`config.mk`:
```
export PLATFORM = sky130hd
export DESIGN_NAME = ipb_bank
export DESIGN_NICKNAME = d
export VERILOG_FILES = /design/src/ipb_pkg.sv /design/src/ipb_src_gate.sv /design/src/ipb_bank.sv
export SDC_FILE = /design/constraint.sdc
export NUM_CORES = 1
export LEC_CHECK = 0
export ABC_AREA = 1
export ABC_CLOCK_PERIOD_IN_PS = 3700
export BUFFER_PORTS_ARGS = -buffer_cell sky130_fd_sc_hd__buf_2
export CAP_MARGIN = 20
export CELL_PAD_IN_SITES_DETAIL_PLACEMENT = 0
export CELL_PAD_IN_SITES_GLOBAL_PLACEMENT = 1
export CORE_MARGIN = 2
export CORE_UTILIZATION = 34
export CTS_BUF_LIST = sky130_fd_sc_hd__clkbuf_8 sky130_fd_sc_hd__clkbuf_16
export DETAILED_ROUTE_END_ITERATION = 12
export PLACE_DENSITY_LB_ADDON = 0.1
export SYNTH_ARGS = -nofsm -noshare
export SYNTH_HDL_FRONTEND = slang
export SYNTH_SLANG_ARGS = --single-unit
```
`constraint.sdc`:
```
create_clock -name I_SYS_CLK -period 3.7 [get_ports I_SYS_CLK]
set_input_delay 0.74 -clock I_SYS_CLK [delete_from_list [all_inputs] [get_ports I_SYS_CLK]]
set_output_delay 0.74 -clock I_SYS_CLK [all_outputs]
set_load 0.02 [all_outputs]
```
`src/ipb_pkg.sv`:
```
// Constants, field layout and state types of the interrupt priority bank
package ipb_pkg;

  // Bank geometry
  localparam int IPB_NUM_REGS       = 4;
  localparam int IPB_FIELDS_PER_REG = 4;
  localparam int IPB_NUM_SRC        = IPB_NUM_REGS * IPB_FIELDS_PER_REG;
  localparam int IPB_LVL_W          = 3;
  localparam int IPB_REG_W          = 16;
  localparam int IPB_FIELD_STRIDE   = 4;
  localparam int IPB_ADDR_W         = 12;

  // Register byte offsets on the APB
  localparam logic [IPB_ADDR_W-1:0] IPB_OFS_CAPTURE_CONVERTER_EXTINT = 12'h000;
  localparam logic [IPB_ADDR_W-1:0] IPB_OFS_TIMER_COMPARE_DMA        = 12'h004;
  localparam logic [IPB_ADDR_W-1:0] IPB_OFS_SERIAL_EXTINT_TIMER      = 12'h008;
  localparam logic [IPB_ADDR_W-1:0] IPB_OFS_CAN_AND_SPI              = 12'h00C;

  // Register indices derived from the offsets
  localparam logic [1:0] IPB_IDX_CAPTURE_CONVERTER_EXTINT = 2'h0;
  localparam logic [1:0] IPB_IDX_TIMER_COMPARE_DMA        = 2'h1;
  localparam logic [1:0] IPB_IDX_SERIAL_EXTINT_TIMER      = 2'h2;
  localparam logic [1:0] IPB_IDX_CAN_AND_SPI              = 2'h3;

  // Implemented bits, reset value and the disabled level
  localparam logic [IPB_REG_W-1:0] IPB_REG_MASK     = 16'h7777;
  localparam logic [IPB_REG_W-1:0] IPB_REG_RST      = 16'h4444;
  localparam logic [IPB_LVL_W-1:0] IPB_LVL_DISABLED = 3'h0;

  // Field low-bit positions inside each register
  localparam int IPB_POS_F0 = 0;
  localparam int IPB_POS_F1 = 4;
  localparam int IPB_POS_F2 = 8;
  localparam int IPB_POS_F3 = 12;

  // Whole register bank plus the read data flop
  typedef struct packed {
    logic [IPB_NUM_REGS-1:0][IPB_REG_W-1:0] prio;
    logic [31:0]                            rdata;
  } ipb_state_s;

  // Per-source gate state
  typedef struct packed {
    logic [IPB_LVL_W-1:0] level;
    logic                 req;
  } ipb_gate_s;

endpackage : ipb_pkg

```
`src/ipb_src_gate.sv`:
```
// Per-source level register and request gate of the priority bank
`timescale 1ns/1ns
module ipb_src_gate
  import ipb_pkg::*;
(
  input  wire logic                          i_clk,
  input  wire logic                          i_rst,
  input  wire logic [ipb_pkg::IPB_LVL_W-1:0] i_level,
  input  wire logic                          i_raw,
  output logic      [ipb_pkg::IPB_LVL_W-1:0] o_level,
  output logic                               o_req
);

  import ipb_pkg::*;

  ipb_gate_s st_r;
  ipb_gate_s st_nxt;

  // Level passes as unsigned value; level zero blocks the request
  always_comb begin
    st_nxt       = st_r;
    st_nxt.level = i_level;
    st_nxt.req   = i_raw && (i_level != IPB_LVL_DISABLED);
  end

  // State register
  always_ff @(posedge i_clk or posedge i_rst) begin
    if (i_rst) begin
      st_r <= '0;
    end else begin
      st_r <= st_nxt;
    end
  end

  assign o_level = st_r.level;
  assign o_req   = st_r.req;

endmodule : ipb_src_gate

```
`src/ipb_bank.sv`:
```
// APB priority bank for sixteen interrupt sources with request gating
//
// Function
// - Each 3-bit field is an unsigned level, 111 the highest level 7 down to 001 level 1.
// - A field holding 000 disables its source so it never raises a request.
// - Bits 15, 11, 7 and 3 of every register read zero and ignore writes.
// - First register holds capture8 at 14-12, capture7 10-8, converter2 6-4, irq1 2-0.
// - Third register holds serial2 transmit 14-12, receive 10-8, irq2 6-4, timer5 2-0.
`timescale 1ns/1ns
module ipb_bank
  import ipb_pkg::*;
(
  input  wire logic                                       I_SYS_CLK,
  input  wire logic                                       I_SYS_RST,
  input  wire logic                                       I_PSEL,
  input  wire logic                                       I_PENABLE,
  input  wire logic                                       I_PWRITE,
  input  wire logic [ipb_pkg::IPB_ADDR_W-1:0]             I_PADDR,
  input  wire logic [31:0]                                I_PWDATA,
  input  wire logic [3:0]                                 I_PSTRB,
  output logic      [31:0]                                O_PRDATA,
  output logic                                            O_PREADY,
  output logic                                            O_PSLVERR,
  input  wire logic [ipb_pkg::IPB_NUM_SRC-1:0]            I_SRC_RAW,
  output logic      [ipb_pkg::IPB_NUM_SRC-1:0]            O_SRC_REQ,
  output logic      [ipb_pkg::IPB_NUM_SRC*ipb_pkg::IPB_LVL_W-1:0] O_SRC_LEVEL
);

  import ipb_pkg::*;

  ipb_state_s                      st_r;
  ipb_state_s                      st_nxt;
  logic                            addr_ok;
  logic [1:0]                      idx;
  logic                            setup_rd;
  logic                            access;
  logic                            wr_hit;
  logic [IPB_REG_W-1:0]            lane_mask;
  logic [IPB_REG_W-1:0]            wr_val;
  logic [IPB_NUM_SRC*IPB_LVL_W-1:0] levels;
  logic [IPB_NUM_SRC-1:0]          enabled;

  // Named fields of the first and third registers
  logic [IPB_LVL_W-1:0] capture8_priority;
  logic [IPB_LVL_W-1:0] capture7_priority;
  logic [IPB_LVL_W-1:0] converter2_done_priority;
  logic [IPB_LVL_W-1:0] external_irq1_priority;
  logic [IPB_LVL_W-1:0] serial2_transmit_priority;
  logic [IPB_LVL_W-1:0] serial2_receive_priority;
  logic [IPB_LVL_W-1:0] external_irq2_priority;
  logic [IPB_LVL_W-1:0] timer5_priority;

  // Address decode: four aligned words at the bottom of the window
  assign idx      = I_PADDR[3:2];
  assign addr_ok  = (I_PADDR[IPB_ADDR_W-1:4] == '0) && (I_PADDR[1:0] == 2'b00);
  assign setup_rd = I_PSEL && !I_PENABLE && !I_PWRITE;
  assign access   = I_PSEL && I_PENABLE;
  assign wr_hit   = access && I_PWRITE && addr_ok;

  // Byte strobes select the low and high byte of the 16-bit register
  assign lane_mask = {{8{I_PSTRB[1]}}, {8{I_PSTRB[0]}}};

  // Merge of write data into the addressed register, holes forced low
  assign wr_val = ((st_r.prio[idx] & ~lane_mask) |
                   (I_PWDATA[IPB_REG_W-1:0] & lane_mask)) & IPB_REG_MASK;

  // Register bank next state and read data capture in setup phase
  always_comb begin
    st_nxt = st_r;
    if (wr_hit) begin
      st_nxt.prio[idx] = wr_val;
    end
    if (setup_rd) begin
      if (addr_ok) begin
        st_nxt.rdata = {16'h0000, st_r.prio[idx] & IPB_REG_MASK};
      end else begin
        st_nxt.rdata = 32'h0000_0000;
      end
    end
  end

  // State register, every field at level 4 after reset
  always_ff @(posedge I_SYS_CLK or posedge I_SYS_RST) begin
    if (I_SYS_RST) begin
      st_r.prio  <= {IPB_NUM_REGS{IPB_REG_RST}};
      st_r.rdata <= 32'h0000_0000;
    end else begin
      st_r <= st_nxt;
    end
  end

  // Bus answer: no wait states, error on an unmapped word
  assign O_PREADY  = 1'b1;
  assign O_PSLVERR = access && !addr_ok;
  assign O_PRDATA  = st_r.rdata;

  // Field layout of the first register
  assign capture8_priority        = st_r.prio[IPB_IDX_CAPTURE_CONVERTER_EXTINT][IPB_POS_F3 +: IPB_LVL_W];
  assign capture7_priority        = st_r.prio[IPB_IDX_CAPTURE_CONVERTER_EXTINT][IPB_POS_F2 +: IPB_LVL_W];
  assign converter2_done_priority = st_r.prio[IPB_IDX_CAPTURE_CONVERTER_EXTINT][IPB_POS_F1 +: IPB_LVL_W];
  assign external_irq1_priority   = st_r.prio[IPB_IDX_CAPTURE_CONVERTER_EXTINT][IPB_POS_F0 +: IPB_LVL_W];

  // Field layout of the third register
  assign serial2_transmit_priority = st_r.prio[IPB_IDX_SERIAL_EXTINT_TIMER][IPB_POS_F3 +: IPB_LVL_W];
  assign serial2_receive_priority  = st_r.prio[IPB_IDX_SERIAL_EXTINT_TIMER][IPB_POS_F2 +: IPB_LVL_W];
  assign external_irq2_priority    = st_r.prio[IPB_IDX_SERIAL_EXTINT_TIMER][IPB_POS_F1 +: IPB_LVL_W];
  assign timer5_priority           = st_r.prio[IPB_IDX_SERIAL_EXTINT_TIMER][IPB_POS_F0 +: IPB_LVL_W];

  // One gate per source; source n sits in register n/4, field n%4 from bit 0
  for (genvar n = 0; n < IPB_NUM_SRC; n++) begin : g_src
    assign levels[n*IPB_LVL_W +: IPB_LVL_W] =
      st_r.prio[n / IPB_FIELDS_PER_REG][(n % IPB_FIELDS_PER_REG) * IPB_FIELD_STRIDE +: IPB_LVL_W];
    assign enabled[n] = (levels[n*IPB_LVL_W +: IPB_LVL_W] != IPB_LVL_DISABLED);

    ipb_src_gate u_gate (
      .i_clk   (I_SYS_CLK),
      .i_rst   (I_SYS_RST),
      .i_level (levels[n*IPB_LVL_W +: IPB_LVL_W]),
      .i_raw   (I_SRC_RAW[n]),
      .o_level (O_SRC_LEVEL[n*IPB_LVL_W +: IPB_LVL_W]),
      .o_req   (O_SRC_REQ[n])
    );
  end
endmodule : ipb_bank

```
==> key figures, run 1 <==
Synth
  • Most instantiated library cell after synthesis: sky130_fd_sc_hd__nand2_1
  • Post-Syn Area: about 0.0052 mm^2
  • Mean post-synth cell area: around 9.2 um^2
  • Number of standard cells after synthesis: 559
  • Cell variety after synth: 25
  • Ys async rst share: 100%
  • Sequential-to-total area share from yosys stat: between 60% and 70%
  • Ys flop type: sky130_fd_sc_hd__dfrtp_1
  • Leading post-synthesis cells by cell area: sky130_fd_sc_hd__dfrtp_1 52%, sky130_fd_sc_hd__nand2_1 23%, sky130_fd_sc_hd__dfstp_2 8.1%
  • Commonest cells in the netlist: 320 x sky130_fd_sc_hd__nand2_1, 108 x sky130_fd_sc_hd__dfrtp_1, 40 x sky130_fd_sc_hd__buf_4
  • Flop and latch count out of synthesis: about 120
  • Top cell type by total area after synthesis: sky130_fd_sc_hd__dfrtp_1
  • Fraction of post-synthesis cell area in the top cell type by area: between 50% and 60%
  • Number of enable-type register cells in the synthesized netlist: 0
  • Ys Warns: 0

Cells and area
  • Number of nets in the final layout: ~740
  • Synthesis-to-finish area growth: 21.7%
  • Number of antenna repair diodes: 0
  • Fraction of layout instances using a drive strength above 1: between 20% and 30%
  • Post-route core utilization: between 40% and 50%

Floorplan
  • Number of standard-cell rows in the floorplan: 45
  • Die Span Y: ~130 um
  • Placeable Area: approximately 0.015 mm^2
  • Starting Density: approximately a third
  • Die extent in x: roughly 130 um
  • I/O pin count: around 170
  • Total die area: 0.0162 mm^2

Power
  • Power share of the clock group: 50.6%
  • Switching fraction of total power: 21.3%
  • Cell internal pwr: 0.00238 W
  • Power density over the cells: between 400 and 500 mW/mm^2
  • Leakage: 3.72 nW
  • Peak VDD IR: approximately 0.28 mV
  • Switching power: 0.000643 W
  • Sequential share of power: 45.0%
  • Combinational group share of total power: 4.4%

CTS
  • Hold-fix buffers, CTS: 0
  • Number of buffers created by CTS: 17
  • Worst-case clock buffer depth: 2
  • Deepest level of the CTS H-tree: 4
  • Clk pin slew, worst setup/hold paths: ~0.05 ns
  • Post-CTS setup buffers: 0
  • Clock latency of the later-clocked register in the worst-skew pair: roughly 0.41 ns
  • Buffer type at the clock tree root: sky130_fd_sc_hd__clkbuf_16
  • Post-CTS Resized: 0
  • CTS sink count: roughly 120
  • CTS tree: built

Timing
  • Clk_skew: a little under 0.007 ns
  • Max frequency: around 450 MHz
  • Period utilization: 60.6%
  • Worst path setup slack after routing: 1.46 ns
  • Unrepaired setup endpoints after global routing: no
  • Fin crit period: between 2 and 2.5 ns
  • Final Hold Viols: 0
  • Measured slew at the worst slew-check pin: between 0.9 and 1 ns
  • Sum Neg Setup Slack: 0 ns
  • Count of final max-slew check failures: 0
  • Number of failing setup endpoints in the final timing report: 0
  • Relative slew slack: a little under two fifths

Route
  • Avg Vias per Cell: 4.48
  • Remaining design rule violation count: 0
  • Vias: a little under 4,000
  • Wire length per cell: 15.1 um
  • Violation count after the first detailed-routing iteration: between 200 and 300
  • Routed wire length: between 10 and 15 mm
  • First-pass DRT Iterations: 4
  • Antenna Nets Post-Route: 0

Global routing
  • Initial antenna violation count: 0
  • Maximum number of pins on one net before global-route repair: between 40 and 50
  • First-pass GRT wire length: 20.6 mm
  • Final global-route overflow total: 0
  • Vias in the first global route: 3,799
  • Total GRT Usage: approximately 17%

Worst setup path
  • Classification of the worst setup path: in -> out
  • Capturing element type of the critical path: output pin
  • Arrival time at the worst endpoint: about 1.5 ns
  • Largest fanout on the critical path: 7
  • Crit path launch type: input pin
  • Number of cells on the worst reg-to-reg path: 8
  • Worst EP required: ~3.0 ns

Place
  • Weighted congestion reported at the end of routability-driven placement: around 0.78
  • Pre-CTS WS: roughly 1.1 ns
  • Count of input and output buffers: ~120
  • Detailed-placement wirelength estimate: approximately 9 mm

Run status
  • Run status: completed

Flow run
  • Number of maximum-capacitance constraint violations: 0

Worst hold path
  • Class of the most critical hold timing path: reg -> reg
  • Worst hold stages: 0
## placed cells by master (no fill, tap or decap), types with 2 or more instances in the layout
| master | instances |
|---|---|
| sky130_fd_sc_hd__buf_2 | 123 |
| sky130_fd_sc_hd__buf_4 | 4 |
| sky130_fd_sc_hd__clkbuf_16 | 17 |
| sky130_fd_sc_hd__clkbuf_8 | 5 |
| sky130_fd_sc_hd__conb_1 | 21 |
| sky130_fd_sc_hd__dfrtp_1 | 108 |
| sky130_fd_sc_hd__dfstp_2 | 16 |
| sky130_fd_sc_hd__inv_1 | 16 |
| sky130_fd_sc_hd__nand2_1 | 320 |
| sky130_fd_sc_hd__nand2_2 | 8 |
| sky130_fd_sc_hd__nand4_1 | 4 |
| sky130_fd_sc_hd__nor2_1 | 7 |
| sky130_fd_sc_hd__nor2_4 | 4 |
| sky130_fd_sc_hd__nor2_8 | 2 |
| sky130_fd_sc_hd__o31a_1 | 16 |
## metal layers
layer,global-route usage [%],wire (um)
met4,6.92,333
met2,28.0,6360
met3,4.15,618
met1,21.3,5790
met5,0,0
## path summary, 6_finish.rpt
check                      startpoint                     endpoint  slack [ns]
setup / recovery           I_PADDR[5]                    O_PSLVERR        1.46
hold / removal             levels[41]  g_src[13].u_gate.o_level[2]        0.42
setup reg to reg           levels[35]         capture8_priority[2]        2.35
hold reg to reg            levels[41]  g_src[13].u_gate.o_level[2]        0.42
max in group asynchronous   I_SYS_RST                   levels[14]        2.31
min in group asynchronous   I_SYS_RST   g_src[8].u_gate.o_level[0]        0.53
## cell type report
type	count	area (um^2)
clock inverter	10	65.1
clock buffer	22	494
sequential	124	3120
inverter	10	41.3
fill	1509	8750
tap	188	235
timing repair buffer	128	666
multi-input combinational	388	1660
## cell families after synthesis
family	synth area share, %
flops	60.5
simple gates	27.8
buf+inv	8.75
other cells	0.145
compound gates	2.81
## state kept, by name (all words and copies together), names as in the netlist
| signal | flops |
|---|---|
| capture7_priority | 3 |
| g_src.u_gate.o_level | 48 |
| O_PRDATA | 12 |
| levels | 33 |
| capture8_priority | 3 |
| g_src.u_gate.o_req | 16 |
| external_irq2_priority | 3 |
| converter2_done_priority | 3 |
| external_irq1_priority | 3 |
## through the flow
stage	area [um^2]	power (W)	hold slack, ns	cells
after detailed placement	5720	0.00152	0.413	838
final	6280	0.00302	0.420	870
after global placement	5720	0.00152	0.413	838
after CTS	6280	0.00307	0.421	870
after global routing	6280	0.00315	0.428	870
after floorplan	5240	0.00148	0.395	578
## worst max-delay path, cell delays in order
cell                      delay [ns]
sky130_fd_sc_hd__buf_2          0.09
sky130_fd_sc_hd__or2_4          0.26
sky130_fd_sc_hd__nor2_8         0.17
sky130_fd_sc_hd__a21oi_1        0.08
sky130_fd_sc_hd__buf_2          0.16
## power groups by stage
| stage | Combinational, W | Clock (W) | Sequential [W] |
|---|---|---|---|
| after CTS | 0.000135 | 0.00158 | 0.00136 |
| final | 0.000132 | 0.00153 | 0.00136 |
| after detailed placement | 0.000135 | 0 | 0.00138 |
| after global placement | 0.000134 | 0 | 0.00138 |
| after global routing | 0.000148 | 0.00164 | 0.00136 |
| after floorplan | 0.0000977 | 0 | 0.00138 |
(Power assumes the default switching activity.)
==> inputs of run 2 (changes only) <==
--- a/config.mk
+++ b/config.mk
@@ -6,7 +6,7 @@
 export NUM_CORES = 1
 export LEC_CHECK = 0
 export ABC_AREA = 1
-export ABC_CLOCK_PERIOD_IN_PS = 3700
+export ABC_CLOCK_PERIOD_IN_PS = 2000
 export BUFFER_PORTS_ARGS = -buffer_cell sky130_fd_sc_hd__buf_2
 export CAP_MARGIN = 20
 export CELL_PAD_IN_SITES_DETAIL_PLACEMENT = 0
==> constraint.sdc (replaced) <==
create_clock -name I_SYS_CLK -period 2 [get_ports I_SYS_CLK]
set_input_delay 0.4 -clock I_SYS_CLK [delete_from_list [all_inputs] [get_ports I_SYS_CLK]]
set_output_delay 0.4 -clock I_SYS_CLK [all_outputs]
set_load 0.02 [all_outputs]
==> run 2 against run 1 <==
  * Global-route usage barely moved
  * Critical path type unchanged
  * Largest power group unchanged
  * Clock skew fell by 0.0017 ns
  * Register-to-register slack got worse by 1.6 ns
  * Sequential share of layout area fell by 0.82 points
  * Final area rose by 1.7%
  * Critical path depth did not move
  * Sequential power rose by 85%
  * Largest cell class unchanged
==> key figures, run 2 (synthesis results as in run 1) <==
CTS
  • Deepest level of the CTS H-tree: 4 (unchanged)
  • Post-CTS Resized: 0 (unchanged)
  • CTS tree: built (unchanged)
  • Hold-fix buffers, CTS: 0 (unchanged)
  • Clock latency of the later-clocked register in the worst-skew pair: 0.41 ns (about the same)
  • Number of buffers created by CTS: 17 (unchanged)
  • Clk pin slew, worst setup/hold paths: 0.05 ns (about the same)
  • Buffer type at the clock tree root: sky130_fd_sc_hd__clkbuf_16 (unchanged)
  • Worst-case clock buffer depth: 2 (unchanged)
  • CTS sink count: 124 (unchanged)
  • Post-CTS setup buffers: 0 (unchanged)

Place
  • Weighted congestion reported at the end of routability-driven placement: 0.806 (was 0.777)
  • Pre-CTS WS: 0.225 ns (was 1.10 ns)
  • Count of input and output buffers: 123 (unchanged)
  • DP Area: 0.00577 mm^2 (was 0.00572 mm^2)
  • Detailed-placement wirelength estimate: 8.96 mm (was 9.00 mm)

Worst setup path
  • Capturing element type of the critical path: output pin (unchanged)
  • Crit path launch type: input pin (unchanged)
  • Classification of the worst setup path: in -> out (unchanged)
  • Arrival time at the worst endpoint: 1.17 ns (was 1.50 ns)
  • Worst EP required: 1.60 ns (was 2.96 ns)
  • Largest fanout on the critical path: 7 (unchanged)

Timing
  • Sum Neg Setup Slack: 0 ns (unchanged)
  • Measured slew at the worst slew-check pin: 0.671 ns (was 0.926 ns)
  • Max frequency: between 600 and 700 MHz
  • Count of final max-slew check failures: 0 (unchanged)
  • Final Hold Viols: 0 (unchanged)
  • Period utilization: between 70% and 80%
  • Unrepaired setup endpoints after global routing: no (unchanged)
  • Number of failing setup endpoints in the final timing report: 0 (unchanged)
  • Relative slew slack: 55.3% (was 38.1%)
  • Clk_skew: 0.00516 ns (was 0.00684 ns)
  • Fin crit period: 1.57 ns
  • Worst path setup slack after routing: 0.432 ns (was 1.46 ns)

Cells and area
  • Flip-flop count of the largest register after layout: 48 (unchanged)
  • Fraction of layout instances using a drive strength above 1: 29.3% (was 27.6%)
  • Final Cell Area: 0.00639 mm^2 (was 0.00628 mm^2)
  • Footprint of the flip-flops and latches: 0.00312 mm^2 (unchanged)
  • Synthesis-to-finish area growth: 23.8% (was 21.7%)
  • Commonest cells after routing, fill and taps aside: 320 x sky130_fd_sc_hd__nand2_1, 123 x sky130_fd_sc_hd__buf_2, 108 x sky130_fd_sc_hd__dfrtp_1 (unchanged)
  • Count of fill cells added during filler insertion: 1,520 (was 1,509)
  • Number of nets in the final layout: 743 (was 738)
  • Leading cell type in the layout, fill and taps excluded: sky130_fd_sc_hd__nand2_1 (unchanged)
  • Number of antenna repair diodes: 0 (unchanged)
  • Post-route core utilization: 42.5% (was 41.8%)
  • Combined area of the multi-input logic cells: 0.00166 mm^2 (unchanged)

Power
  • Switching fraction of total power: 22.1% (was 21.3%)
  • Combinational group share of total power: 4.2% (was 4.4%)
  • Cell internal pwr: 0.00455 W (was 0.00238 W)
  • Power share of the clock group: 52.8% (was 50.6%)
  • Peak VDD IR: 0.503 mV (was 0.282 mV)
  • Overall power consumption: 0.00585 W (was 0.00302 W)
  • Power density over the cells: 915 mW/mm^2 (was 481 mW/mm^2)
  • Sequential share of power: 43.0% (was 45.0%)
  • Switching power: 0.00129 W (was 0.000643 W)
  • Leakage: 3.73 nW (was 3.72 nW)

Floorplan
  • Total die area: 0.0162 mm^2 (unchanged)
  • Placeable Area: 0.0150 mm^2 (unchanged)
  • I/O pin count: 167 (unchanged)
  • Starting Density: 34.3% (unchanged)
  • Die Span Y: 127 um (unchanged)
  • Die extent in x: 127 um (unchanged)
  • Number of standard-cell rows in the floorplan: 45 (unchanged)

Route
  • Avg Vias per Cell: 4.47 (was 4.48)
  • Wire length per cell: 14.9 um (was 15.1 um)
  • Vias: 3,911 (was 3,897)
  • Routed wire length: 13.1 mm (about the same)
  • Antenna Nets Post-Route: 0 (unchanged)
  • First-pass DRT Iterations: 5 (was 4)
  • Remaining design rule violation count: 0 (unchanged)
  • Violation count after the first detailed-routing iteration: 161 (was 279)

Worst hold path
  • Class of the most critical hold timing path: in -> async (was reg -> reg)

Global routing
  • First-pass GRT wire length: 20.5 mm (was 20.6 mm)
  • Total GRT Usage: 16.9% (about the same)
  • Initial antenna violation count: 0 (unchanged)
  • Final global-route overflow total: 0 (unchanged)
  • Maximum number of pins on one net before global-route repair: 125 (was 45)
  • Vias in the first global route: 3,862 (was 3,799)

Flow run
  • Number of maximum-capacitance constraint violations: 0 (unchanged)

Run status
  • Run status: completed (unchanged)
## run 2: changes by cell type in the layout (fill, tap and decap cells not counted), sizes merged
cell      before  now
buf          128  133
bufinv         1    2
clkbuf        22   21
clkinv         1    4
clkinvlp       1    5
inv           17   10
## run 2: cell type report
class	instances	share of cell area [%]
inverters	10	0.646
multi-input cells	388	26.0
repair buffers	133	11.2
clock inverters	11	2.10
flip-flops and latches	124	48.9
clock buffers	21	7.52
well taps	188	3.68
## run 2: power groups by stage
| stage | Clock [W] | Combinational (W) | Sequential, W |
|---|---|---|---|
| 6_report | 0.00308 | 0.000246 | 0.00251 |
| 5_1_grt | 0.00330 | 0.000276 | 0.00251 |
| 4_1_cts | 0.00317 | 0.000253 | 0.00251 |
| 3_5_place_dp | 0 | 0.000252 | 0.00256 |
| 3_3_place_gp | 0 | 0.000251 | 0.00256 |
| 2_1_floorplan | 0 | 0.000181 | 0.00256 |
## run 2: worst max-delay path, stage by stage
cell and delay, ns:
sky130_fd_sc_hd__buf_2 0.09, sky130_fd_sc_hd__or2_4 0.26, sky130_fd_sc_hd__nor2_8 0.16, sky130_fd_sc_hd__a21oi_1 0.08, sky130_fd_sc_hd__buf_2 0.16
## run 2: path summary, 6_finish.rpt
path                              start                           to  slack, ns  cells past startpoint
setup / recovery             I_PADDR[5]                    O_PSLVERR       0.43                      5
max in group asynchronous     I_SYS_RST                  O_PRDATA[9]       1.32                      3
hold / removal                I_SYS_RST  g_src[13].u_gate.o_level[0]       0.17                      3
hold reg to reg              levels[32]  g_src[10].u_gate.o_level[2]       0.42                      0
setup reg to reg             levels[35]                   levels[47]       0.73                      8
min in group I_SYS_CLK     I_SRC_RAW[0]        g_src[0].u_gate.o_req       0.21                      2
## run 2: routing by layer
| layer | part of all wire (%) | wire, um | up-vias | track usage (%) |
|---|---|---|---|---|
| met2 | 50 | 6510 | 124 | 27.9 |
| li1 | - | - | 1894 | - |
| met4 | 1.1 | 149 | 0 | 5.30 |
| met5 | 0 | 0 | - | 0 |
| met1 | 44 | 5740 | 1880 | 21.5 |
| met3 | 5.1 | 670 | 13 | 5.15 |
## run 2: stage by stage
stage	cells	hold slack (ns)
after detailed placement	843	0.415
after floorplan	578	0.395
final	875	0.170
after global routing	875	0.189
after CTS	875	0.193
after global placement	843	0.414
